File: src/rtl/rss_pkg.sv
// Shared constants for the rail strobe sequencer configuration block
package rss_pkg;
    // Register subaddresses
    localparam logic [7:0] ADDR_DELAY_FACTOR = 8'h21;
    localparam logic [7:0] ADDR_FIRST_SLOT = 8'h22;
    localparam logic [7:0] ADDR_SECOND_SLOT = 8'h23;
    localparam logic [7:0] ADDR_BACKUP_SLOT = 8'h24;

    // Reset values
    localparam logic [7:0] RST_DELAY_FACTOR = 8'h00;
    localparam logic [7:0] RST_FIRST_SLOT = 8'h98;
    localparam logic [7:0] RST_SECOND_SLOT = 8'h75;
    localparam logic [7:0] RST_BACKUP_SLOT = 8'h12;
    localparam logic [7:0] RST_READ_DATA = 8'h00;

    // Writable bit masks; all other bits are reserved and read zero
    localparam logic [7:0] MASK_DELAY_FACTOR = 8'h81;
    localparam logic [7:0] MASK_BACKUP_SLOT = 8'h33;

    // Field positions
    localparam int POS_PD_FACTOR = 7;
    localparam int POS_NINTH_GAP = 0;
    localparam int POS_HI_SLOT = 4;
    localparam int POS_LO_SLOT = 0;
    localparam int POS_BKP_HI_SLOT = 4;
    localparam int POS_BKP_LO_SLOT = 0;

    // Strobe numbering
    localparam logic [3:0] STROBE_FIRST = 4'h1;
    localparam logic [3:0] STROBE_BACKUP_LAST = 4'h2;
    localparam logic [3:0] STROBE_MAIN_FIRST = 4'h3;
    localparam logic [3:0] STROBE_LAST = 4'ha;
    localparam logic [3:0] STROBE_NONE = 4'h0;
    localparam logic [3:0] GAP_NINTH = 4'h9;

    // Gap timing
    localparam int CLOCK_KHZ = 25000;
    localparam int GAP_SHORT_MS = 2;
    localparam int GAP_LONG_MS = 5;
    localparam int PD_SCALE = 10;
    localparam int GAP_CNT_W = 21;
endpackage

File: src/rtl/rss_gap_timer.sv
// Down counter that times the gap between two strobes
`timescale 1ns/1ps
module rss_gap_timer
    import rss_pkg::*;
(
    input wire logic clock,
    input wire logic arst_n,
    input wire logic load,
    input wire logic [GAP_CNT_W-1:0] load_cycles,
    output logic expired
);
    logic [GAP_CNT_W-1:0] remaining;

    // Count down from the loaded length
    always_ff @(posedge clock or negedge arst_n) begin
        if (!arst_n) begin
            remaining <= '0;
        end else if (load) begin
            remaining <= load_cycles;
        end else if (remaining != '0) begin
            remaining <= remaining - 1'b1;
        end
    end

    // One-cycle pulse as the count reaches zero
    always_ff @(posedge clock or negedge arst_n) begin
        if (!arst_n) begin
            expired <= 1'b0;
        end else begin
            expired <= !load && (remaining == GAP_CNT_W'(1));
        end
    end
endmodule

File: src/rtl/rss_sequencer.sv
// Rail strobe sequencer with its configuration registers
`timescale 1ns/1ps
module rss_sequencer
    import rss_pkg::*;
#(
    parameter int SHORT_GAP_CYCLES = GAP_SHORT_MS * CLOCK_KHZ,
    parameter int LONG_GAP_CYCLES = GAP_LONG_MS * CLOCK_KHZ
)
(
    input wire logic clock,
    input wire logic arst_n,
    input wire logic reg_wr,
    input wire logic reg_rd,
    input wire logic [7:0] reg_addr,
    input wire logic [7:0] reg_wdata,
    output logic [7:0] reg_rdata,
    output logic reg_rvalid,
    input wire logic [7:0] strobe_gap_long,
    input wire logic freshness_seal_bit,
    input wire logic power_up_req,
    input wire logic power_down_req,
    output logic first_buck_rail_en,
    output logic second_buck_rail_en,
    output logic third_buck_rail_en,
    output logic buckboost_rail_en,
    output logic [1:0] backup_rail_en,
    output logic [3:0] active_strobe,
    output logic seq_busy
);
    typedef enum logic [2:0] {
        ST_IDLE = 3'b001,
        ST_FIRE = 3'b010,
        ST_WAIT = 3'b100
    } rss_state_t;

    rss_state_t state;
    rss_state_t next_state;
    logic [7:0] delay_factor_reg;
    logic [7:0] first_slot_reg;
    logic [7:0] second_slot_reg;
    logic [7:0] backup_slot_reg;
    logic going_down;
    logic [3:0] strobe_idx;
    logic [3:0] next_strobe_idx;
    logic gap_load;
    logic gap_expired;
    logic gap_is_long;
    logic [GAP_CNT_W-1:0] gap_base;
    logic [GAP_CNT_W-1:0] gap_cycles;
    logic [3:0] gap_idx;
    logic last_strobe;
    logic backup_strobe_ok;
    logic [3:0] buck1_strobe_slot;
    logic [3:0] buck2_strobe_slot;
    logic [3:0] buck3_strobe_slot;
    logic [3:0] buckboost_strobe_slot;
    logic [1:0] backup_lo_slot;
    logic [1:0] backup_hi_slot;
    logic powerdown_delay_multiplier;
    logic ninth_strobe_gap;

    // Main rail slot hits only for values 3h through Ah
    function automatic logic main_slot_hit(input logic [3:0] slot, input logic [3:0] strobe);
        main_slot_hit = (slot >= STROBE_MAIN_FIRST) && (slot <= STROBE_LAST) && (slot == strobe);
    endfunction

    // Backup rail slot hits only for values 1h and 2h
    function automatic logic backup_slot_hit(input logic [1:0] slot, input logic [3:0] strobe);
        backup_slot_hit = (slot != 2'h0) && ({2'h0, slot} <= STROBE_BACKUP_LAST) && ({2'h0, slot} == strobe);
    endfunction

    // Field views of the registers
    assign powerdown_delay_multiplier = delay_factor_reg[POS_PD_FACTOR];
    assign ninth_strobe_gap = delay_factor_reg[POS_NINTH_GAP];
    assign buck1_strobe_slot = first_slot_reg[POS_LO_SLOT +: 4];
    assign buck2_strobe_slot = first_slot_reg[POS_HI_SLOT +: 4];
    assign buck3_strobe_slot = second_slot_reg[POS_LO_SLOT +: 4];
    assign buckboost_strobe_slot = second_slot_reg[POS_HI_SLOT +: 4];
    assign backup_lo_slot = backup_slot_reg[POS_BKP_LO_SLOT +: 2];
    assign backup_hi_slot = backup_slot_reg[POS_BKP_HI_SLOT +: 2];

    // Register writes; reserved bits are masked off
    always_ff @(posedge clock or negedge arst_n) begin
        if (!arst_n) begin
            delay_factor_reg <= RST_DELAY_FACTOR;
            first_slot_reg <= RST_FIRST_SLOT;
            second_slot_reg <= RST_SECOND_SLOT;
            backup_slot_reg <= RST_BACKUP_SLOT;
        end else if (reg_wr) begin
            case (reg_addr)
                ADDR_DELAY_FACTOR: begin
                    delay_factor_reg <= reg_wdata & MASK_DELAY_FACTOR;
                end
                ADDR_FIRST_SLOT: begin
                    first_slot_reg <= reg_wdata;
                end
                ADDR_SECOND_SLOT: begin
                    second_slot_reg <= reg_wdata;
                end
                ADDR_BACKUP_SLOT: begin
                    backup_slot_reg <= reg_wdata & MASK_BACKUP_SLOT;
                end
                default: begin
                end
            endcase
        end
    end

    // Register reads answer one cycle after the strobe; unmapped reads return zero
    always_ff @(posedge clock or negedge arst_n) begin
        if (!arst_n) begin
            reg_rdata <= RST_READ_DATA;
            reg_rvalid <= 1'b0;
        end else begin
            reg_rvalid <= reg_rd;
            if (reg_rd) begin
                case (reg_addr)
                    ADDR_DELAY_FACTOR: reg_rdata <= delay_factor_reg;
                    ADDR_FIRST_SLOT: reg_rdata <= first_slot_reg;
                    ADDR_SECOND_SLOT: reg_rdata <= second_slot_reg;
                    ADDR_BACKUP_SLOT: reg_rdata <= backup_slot_reg;
                    default: reg_rdata <= RST_READ_DATA;
                endcase
            end
        end
    end

    // Gap that follows the current strobe: up uses strobe n, down uses n-1
    assign gap_idx = going_down ? (strobe_idx - 4'h1) : strobe_idx;
    assign gap_is_long = (gap_idx == GAP_NINTH) ? ninth_strobe_gap : strobe_gap_long[3'(gap_idx - 4'h1)];
    assign gap_base = gap_is_long ? GAP_CNT_W'(LONG_GAP_CYCLES) : GAP_CNT_W'(SHORT_GAP_CYCLES);

    // Scale only power-down gaps by the factor bit
    always_comb begin
        if (going_down && powerdown_delay_multiplier) begin
            gap_cycles = GAP_CNT_W'(gap_base * PD_SCALE);
        end else begin
            gap_cycles = gap_base;
        end
    end

    assign last_strobe = going_down ? (strobe_idx == STROBE_FIRST) : (strobe_idx == STROBE_LAST);
    assign backup_strobe_ok = !freshness_seal_bit;
    assign gap_load = (state == ST_FIRE) && !last_strobe;

    // Sequencer state transitions
    always_comb begin
        next_state = state;
        case (state)
            ST_IDLE: begin
                if (power_up_req || power_down_req) begin
                    next_state = ST_FIRE;
                end
            end
            ST_FIRE: begin
                next_state = last_strobe ? ST_IDLE : ST_WAIT;
            end
            ST_WAIT: begin
                if (gap_expired) begin
                    next_state = ST_FIRE;
                end
            end
            default: begin
                next_state = ST_IDLE;
            end
        endcase
    end

    always_ff @(posedge clock or negedge arst_n) begin
        if (!arst_n) begin
            state <= ST_IDLE;
        end else begin
            state <= next_state;
        end
    end

    // Next strobe: first one of a new sequence, or one step on when the gap runs out
    always_comb begin
        next_strobe_idx = strobe_idx;
        if (state == ST_IDLE) begin
            if (power_up_req) begin
                next_strobe_idx = STROBE_FIRST;
            end else if (power_down_req) begin
                next_strobe_idx = STROBE_LAST;
            end
        end else if (state == ST_WAIT && gap_expired) begin
            next_strobe_idx = going_down ? (strobe_idx - 4'h1) : (strobe_idx + 4'h1);
        end
    end

    // Direction and strobe index; up wins when both requests come together
    always_ff @(posedge clock or negedge arst_n) begin
        if (!arst_n) begin
            going_down <= 1'b0;
            strobe_idx <= STROBE_NONE;
        end else begin
            strobe_idx <= next_strobe_idx;
            if (state == ST_IDLE && (power_up_req || power_down_req)) begin
                going_down <= !power_up_req;
            end
        end
    end

    // Main rails switch on going up and off going down at their strobe
    always_ff @(posedge clock or negedge arst_n) begin
        if (!arst_n) begin
            first_buck_rail_en <= 1'b0;
            second_buck_rail_en <= 1'b0;
            third_buck_rail_en <= 1'b0;
            buckboost_rail_en <= 1'b0;
        end else if (state == ST_FIRE) begin
            if (main_slot_hit(buck1_strobe_slot, strobe_idx)) first_buck_rail_en <= !going_down;
            if (main_slot_hit(buck2_strobe_slot, strobe_idx)) second_buck_rail_en <= !going_down;
            if (main_slot_hit(buck3_strobe_slot, strobe_idx)) third_buck_rail_en <= !going_down;
            if (main_slot_hit(buckboost_strobe_slot, strobe_idx)) buckboost_rail_en <= !going_down;
        end
    end

    // Backup rails follow strobes 1 and 2 only while freshness_seal_bit is clear
    always_ff @(posedge clock or negedge arst_n) begin
        if (!arst_n) begin
            backup_rail_en <= 2'b00;
        end else if (state == ST_FIRE && backup_strobe_ok) begin
            if (backup_slot_hit(backup_lo_slot, strobe_idx)) backup_rail_en[0] <= !going_down;
            if (backup_slot_hit(backup_hi_slot, strobe_idx)) backup_rail_en[1] <= !going_down;
        end
    end

    // Status outputs
    always_ff @(posedge clock or negedge arst_n) begin
        if (!arst_n) begin
            active_strobe <= STROBE_NONE;
            seq_busy <= 1'b0;
        end else begin
            // Shows the strobe of the coming cycle, so a new sequence reports its first strobe at once
            active_strobe <= (next_state == ST_IDLE) ? STROBE_NONE : next_strobe_idx;
            seq_busy <= (next_state != ST_IDLE);
        end
    end

    // Inter-strobe gap timer
    rss_gap_timer u_gap_timer (
        .clock(clock),
        .arst_n(arst_n),
        .load(gap_load),
        .load_cycles(gap_cycles),
        .expired(gap_expired)
    );
endmodule

File: config.mk
export PLATFORM = sky130hd
export DESIGN_NAME = rss_sequencer
export DESIGN_NICKNAME = d
export VERILOG_FILES = /design/src/rtl/rss_pkg.sv /design/src/rtl/rss_gap_timer.sv /design/src/rtl/rss_sequencer.sv
export SDC_FILE = /design/constraint.sdc
export NUM_CORES = 1
export LEC_CHECK = 0
export ABC_CLOCK_PERIOD_IN_PS = 3300
export CORE_ASPECT_RATIO = 1.1
export CORE_UTILIZATION = 32
export CTS_BUF_LIST = sky130_fd_sc_hd__clkbuf_8
export DETAILED_ROUTE_END_ITERATION = 16
export DONT_BUFFER_PORTS = 1
export PLACE_DENSITY = 0.49
export SLEW_MARGIN = 20
export SYNTH_ARGS = -nofsm -noshare
export SYNTH_HDL_FRONTEND = slang
export SYNTH_SLANG_ARGS = --single-unit
export TNS_END_PERCENT = 30
File: constraint.sdc
create_clock -name clock -period 3.3 [get_ports clock]
set_clock_uncertainty 0.05 [all_clocks]
set_input_delay 0.66 -clock clock [delete_from_list [all_inputs] [get_ports clock]]
set_output_delay 0.66 -clock clock [all_outputs]
set_load 0.005 [all_outputs]
* After elaboration in Yosys (flattened, before gate mapping)
Index checks and enable logic that the tools add are counted.
** Storage, ports and cells
- Output and inout bits :: 20
- Flip-flop bits (word level) :: 72
- Bits of input ports :: 31
- Logic and storage cells :: 112
** Cells by class
- Multiply operators :: 1
- Add/subtract/negate cells :: 4
- Multiplexer cells :: 20
- $lt $le $gt $ge :: 11
- Equality and inequality tests :: 19
- Reduce and logical (&&, ||, !) cells :: 38
** Operators by type and width (number)
- $mux 21 :: 3
- $eq 8x6->1 const B :: 4
- $pmux 8 s4 :: 1
- $mux 4 :: 7
- $eq 21x1->1 const B :: 1
- $reduce_bool 21->1 :: 1
- $sub 21x1->21 const B :: 1
- $mul 17x3->20 const B :: 1
- $reduce_and 2->1 :: 10
- $logic_and 1x1->1 :: 18
- $mux 17 :: 1
- $eq 4x4->1 :: 4
- $ge 4x2->1 const B :: 4
- $le 4x4->1 const B :: 4
- $mux 3 :: 3
- $pmux 3 s3 :: 1
- $eq 2x4->1 :: 2
- $eq 4x4->1 const B :: 2
- $eq 3x1->1 const B :: 2
- $reduce_bool 2->1 :: 3
- $logic_not 1->1 :: 5
- $add 4x1->4 const B :: 1
- $eq 4x1->1 const B :: 1
- $le 2x2->1 const B :: 2
- other kinds (9) :: 11

* Logic depth before layout (Yosys ltp)
- Word-level depth :: 10
- Mapped depth :: 13
- Depth with buffers taken out :: 12

* Cells and area by module
A second synthesis with hierarchy kept.
** Second synthesis, totals
- Cell total of the unflattened synthesis :: 428
- Area, all modules :: 4259.1 sq um
** By module, submodules not included
- rss_sequencer :: area an instance 2890.3 sq um, cells each 282, times used 1, sequential area each 1265.0 sq um
- rss_gap_timer :: area an instance 1368.8 sq um, cells each 146, times used 1, sequential area each 550.5 sq um

* Worst setup path before layout
No wires, ideal clock.
- Kind :: reg2reg
- From :: register strobe_idx[0]
- To :: register u_gap_timer.remaining[13]
- Data required time :: 3.123 ns
- Setup time :: 0.127 ns
- Stages on the path, launching flop included :: 13
- Data arrival time :: 3.075 ns
- Period minus slack after synthesis :: 3.252 ns
- Path buffers :: 1
- Slack :: 0.048 ns
- Cells stage by stage :: dfrtp_1 clkbuf_1 inv_1 ha_1 mux2_2 ha_1 mux4_2 mux2_2 mux2_2 inv_1 ha_1 nand2_1 o21ai_0
** On the way
- Cells in the longest elaborated chain, start to end :: 10
- Elaborated cells on any way between the ends :: 17
- Those cells by class :: add/sub (2); mul (1); eq/ne (3); mux (8); reduce/logical (3)
** RTL lines
- start: declaration :: RTL line rss_sequencer.sv:43 : logic [3:0] strobe_idx;
- start signal: assignment :: RTL line rss_sequencer.sv:197 : strobe_idx <= next_strobe_idx;
- $sub 4x1->4 :: RTL line rss_sequencer.sv:129 : assign gap_idx = going_down ? (strobe_idx - 4'h1) : strobe_idx;
- $mux 4 :: RTL line rss_sequencer.sv:129
- $sub 3x1->3 :: RTL line rss_sequencer.sv:130 : assign gap_is_long = (gap_idx == GAP_NINTH) ? ninth_strobe_gap : strobe_gap_long[3'(gap_idx - 4'h1)];
- $bmux 1 s3 :: RTL line rss_sequencer.sv:130
- $mux 1 (not written as such) :: RTL line rss_sequencer.sv:130
- $mux 1 :: RTL line rss_sequencer.sv:130
- $mux 17 :: RTL line rss_sequencer.sv:131 : assign gap_base = gap_is_long ? GAP_CNT_W'(LONG_GAP_CYCLES) : GAP_CNT_W'(SHORT_GAP_CYCLES);
- $mul 17x3->20 :: RTL line rss_sequencer.sv:136 : gap_cycles = GAP_CNT_W'(gap_base * PD_SCALE);
- $mux 21 :: RTL line rss_sequencer.sv:135 : if (going_down && powerdown_delay_multiplier) begin
- $mux 21 :: RTL line rss_gap_timer.sv:18 : end else if (load) begin
- end signal: assignment :: RTL line rss_gap_timer.sv:19 : remaining <= load_cycles;
- end signal: assignment :: RTL line rss_gap_timer.sv:21 : remaining <= remaining - 1'b1;
- end: declaration :: RTL line rss_gap_timer.sv:12 : logic [GAP_CNT_W-1:0] remaining;
Parallel ways exist; a longest one is shown, timed or not. The select of a mux whose other input is x is not followed.
A chain may end at the register's enable or synchronous reset.

* Worst setup path in the final report
Ends and elaborated chain as after synthesis.

==> out/summary.txt <==
Site row count: 42
Postcts setup bufs: 0
Leakage Power: 1.85 nW
Status: finished clean
Rel. slew slack: 51.0%
Period utilization: 91.3%
Top-level port count: 51
Final setup vio count: 0
First-pass GRT wire length: 16.0 mm
Final net count: 441
DR iter-0 viols: 153
Post-synth ARST share: 100%
VDD IR max: 0.000384 V
Final min period: 3.01 ns
Max-cap violations: 0
Synth Area in Simple Gates: 17.2%
Hold Crit Class: in2async
Max-slew violations: 0
Reg2reg setup slack: 0.29 ns
Clock sink count: 72
Synth Area in Compound Gates: 10.0%
Post-route DRC: 0
RSZ-0062 raised after global routing: false
Max reg flops: 21
Crit path DAT: 3.20 ns
R2R depth: 11
Worst Path Required: 3.48 ns
Iteration count of the initial detailed-routing pass: 4
Placed Instances: 535
DR WL/cell: 18.3 µm
CTS tree: built
Synth Cell Area: 0.00402 mm²
Post-route antenna net violation count: 0
Htree depth: 3
Avg Vias per Cell: 5.16
Clock Path Buffers: 2
Slowest Stage Delay on Critical Path: 0.39 ns
Worst r2r dst: u_gap_timer.remaining[13]$_DFFE_PN0P_
RD Place Congestion: 0.802
Fin. Hold Viols: 0
Total Power: 3.31 mW
Antenna violations before repair: 0
Xor/xnor share of the synthesized area: 7.42%
Largest net degree at the start of global routing: 62
Main flop type after synthesis: dfrtp_1
Slew @ Worst Pin: 0.729 ns
GR Overflow Total: 0
IO Port Bufs: 0
Endpoint type of the worst setup path: flip-flop
Post-Route WL: 10.1 mm
Sum of negative setup slack: 0 ns
Adder-cell share of the synthesized area: 5.30%
Dominant cell type by area after synthesis: dfrtp_1
CTS Root Cell: clkbuf_8
Biggest register: u_gap_timer.remaining
CP Cell Sequence: inv_1 > ha_1 > mux2_2 > ha_1 > mux4_2 > mux2_2 > mux2_2 > inv_1 > ha_1 > nand2_1 > o21ai_0
Initial core utilization: 33.1%
Dpl cell area: 0.00422 mm²
Worst path slowest cell: dfrtp_1
Die ar.: 0.0130 mm²
# diodes: 0
Core area: 0.0121 mm²
Post-route cell area: 0.00441 mm²
Number of synthesized flops with an enable pin: 0
CP bufs+invs: 2
Seq/Total Area, Yosys: 45.2%
Post-Synthesis Cells: 386
Critical path's top delay family: multiplexers
Dpl hpwl: 7.18 mm
Die H: 119 µm
Post-route insts no fill: 552
Synth-to-Final Area Change: 9.91%
CP Max Fanout: 6
Layout cells sized above 1: 19.8%
Mux share of post-synthesis cell area: 11.7%
Die Wd: 109 µm
Top cells by area, synth: dfrtp_1 38%, mux2_2 9.8%, dfstp_2 7.2%
PwrDens: 750 mW/mm²
Post-synth net total: 434
Max Freq: 0.332 GHz
Tot GR Track Use: 16.7%
Startpoint of the worst register-to-register path: strobe_idx[0]$_DFF_PN0_
Total CTS buffers: 9
Vias in the first global route: 2868
YS warnings: 0
Critical path depth: 11
#FFs+latches synth: 72
Mean post-synth cell area: 10.4 µm²
Clock latency on the worst-skew pair: 0.36 ns
Post-synthesis cell type count: 54
Synth top area share: 38.0%
CTS resizes: 0
Crit path kind: reg2reg
Largest family of logic cells by synthesized area: simple AND/OR/NAND/NOR gates
Startpoint Class: flip-flop
Worst hold slack: 0.0857 ns
Vias: 2846
Clock-pin slew on the worst setup and hold paths: 0.08 ns
## repair_timing
item                                    in CTS  in global routing
hold buffers                                 1                  0
endpoints found under the setup margin       0                  0
hold endpoints to repair                    61                  0
## cell usage after synthesis, types with 4 or more instances
cell,n
nand2_1,32
ha_1,17
mux2_2,35
nand3_1,8
and2_1,5
nand4_1,4
o22ai_1,9
nor2b_1,6
clkbuf_1,13
o21ai_0,20
xnor2_1,22
nor4b_1,4
nor4_1,6
dfrtp_1,61
or3_1,9
nor2_1,20
nor3_1,5
nand3b_1,5
xor2_1,12
inv_1,18
dfstp_2,11
a21oi_1,16
nand2b_1,4
## worst max path at each step
stage	start	end	slack [ns]
3_5_place_dp	strobe_idx[0]$_DFF_PN0_	u_gap_timer.remaining[13]$_DFFE_PN0P_	0.28
3_3_place_gp	strobe_idx[0]$_DFF_PN0_	u_gap_timer.remaining[13]$_DFFE_PN0P_	0.37
2_1_floorplan	strobe_idx[0]$_DFF_PN0_	u_gap_timer.remaining[13]$_DFFE_PN0P_	0.05
4_1_cts	strobe_idx[0]$_DFF_PN0_	u_gap_timer.remaining[13]$_DFFE_PN0P_	0.27
5_1_grt	strobe_idx[0]$_DFF_PN0_	u_gap_timer.remaining[13]$_DFFE_PN0P_	0.11
6_report	strobe_idx[0]$_DFF_PN0_	u_gap_timer.remaining[13]$_DFFE_PN0P_	0.29
## power by group
part | leakage (nW) | total, mW | switching, mW | internal [mW]
combinational | 0.847 | 1.39 | 0.759 | 0.634
sequential | 0.915 | 1.30 | 0.206 | 1.09
clock | 0.0899 | 0.622 | 0.356 | 0.266
total | 1.85 | 3.31 | 1.32 | 1.99
## worst register-to-register path: stages, from the launching register on
cell     delay [ns]
dfrtp_1        0.39
inv_1          0.16
ha_1           0.28
mux2_2         0.29
ha_1           0.32
mux4_2         0.29
mux2_2         0.27
mux2_2         0.32
inv_1          0.11
ha_1           0.26
nand2_1        0.07
o21ai_0        0.08
## metal layers
layer / up-vias / global-route usage (%) / part of all wire (%)
met3: 15 / 5.25 / 5.2
met1: 1389 / 22.6 / 47
met4: 0 / 6.00 / 1.8
met2: 56 / 24.7 / 46
met5: - / 0 / 0
li1: 1386 / - / -
## logic make-up after synthesis
family,count (synthesis)
and+or+nand+nor,125
DFF,72
AOI/OAI and AO/OA,65
muxes,40
xor gates and xnor gates,34
buffers and inverters,33
adders and majority gates,17
## layout make-up
| type | instances | area [µm²] |
|---|---|---|
| Fill cell | 1203 | 7730 |
| Timing Repair Buffer | 10 | 95.1 |
| Tap cell | 154 | 193 |
| Clock inverter | 7 | 40.0 |
| Multi-Input combinational cell | 281 | 2070 |
| Sequential cell | 72 | 1820 |
| Clock buffer | 9 | 124 |
| Inverter | 19 | 71.3 |
## through the flow
step	worst slack [ns]	util [%]
final	0.286	36.4
after global routing	0.110	36.4
after CTS	0.275	36.4
after detailed placement	0.280	34.8
after global placement	0.372	34.8
after floorplan	0.0476	-
## placed cells by master (no fill, tap or decap), types with 4 or more instances in the layout
master	count
nor2_1	20
clkbuf_8	9
mux2_2	35
dfstp_2	11
xor2_1	12
nor3_1	5
a21oi_1	16
nand2_1	32
nand3b_1	5
dfrtp_1	61
or3_1	9
ha_1	17
xnor2_1	22
o22ai_1	9
and2_1	5
nand4_1	4
nand3_1	8
nor4b_1	4
buf_4	9
nand2b_1	4
nor4_1	6
clkinv_2	4
o21ai_0	20
inv_1	19
nor2b_1	6
Note: power is estimated with default switching activity, not from simulation.
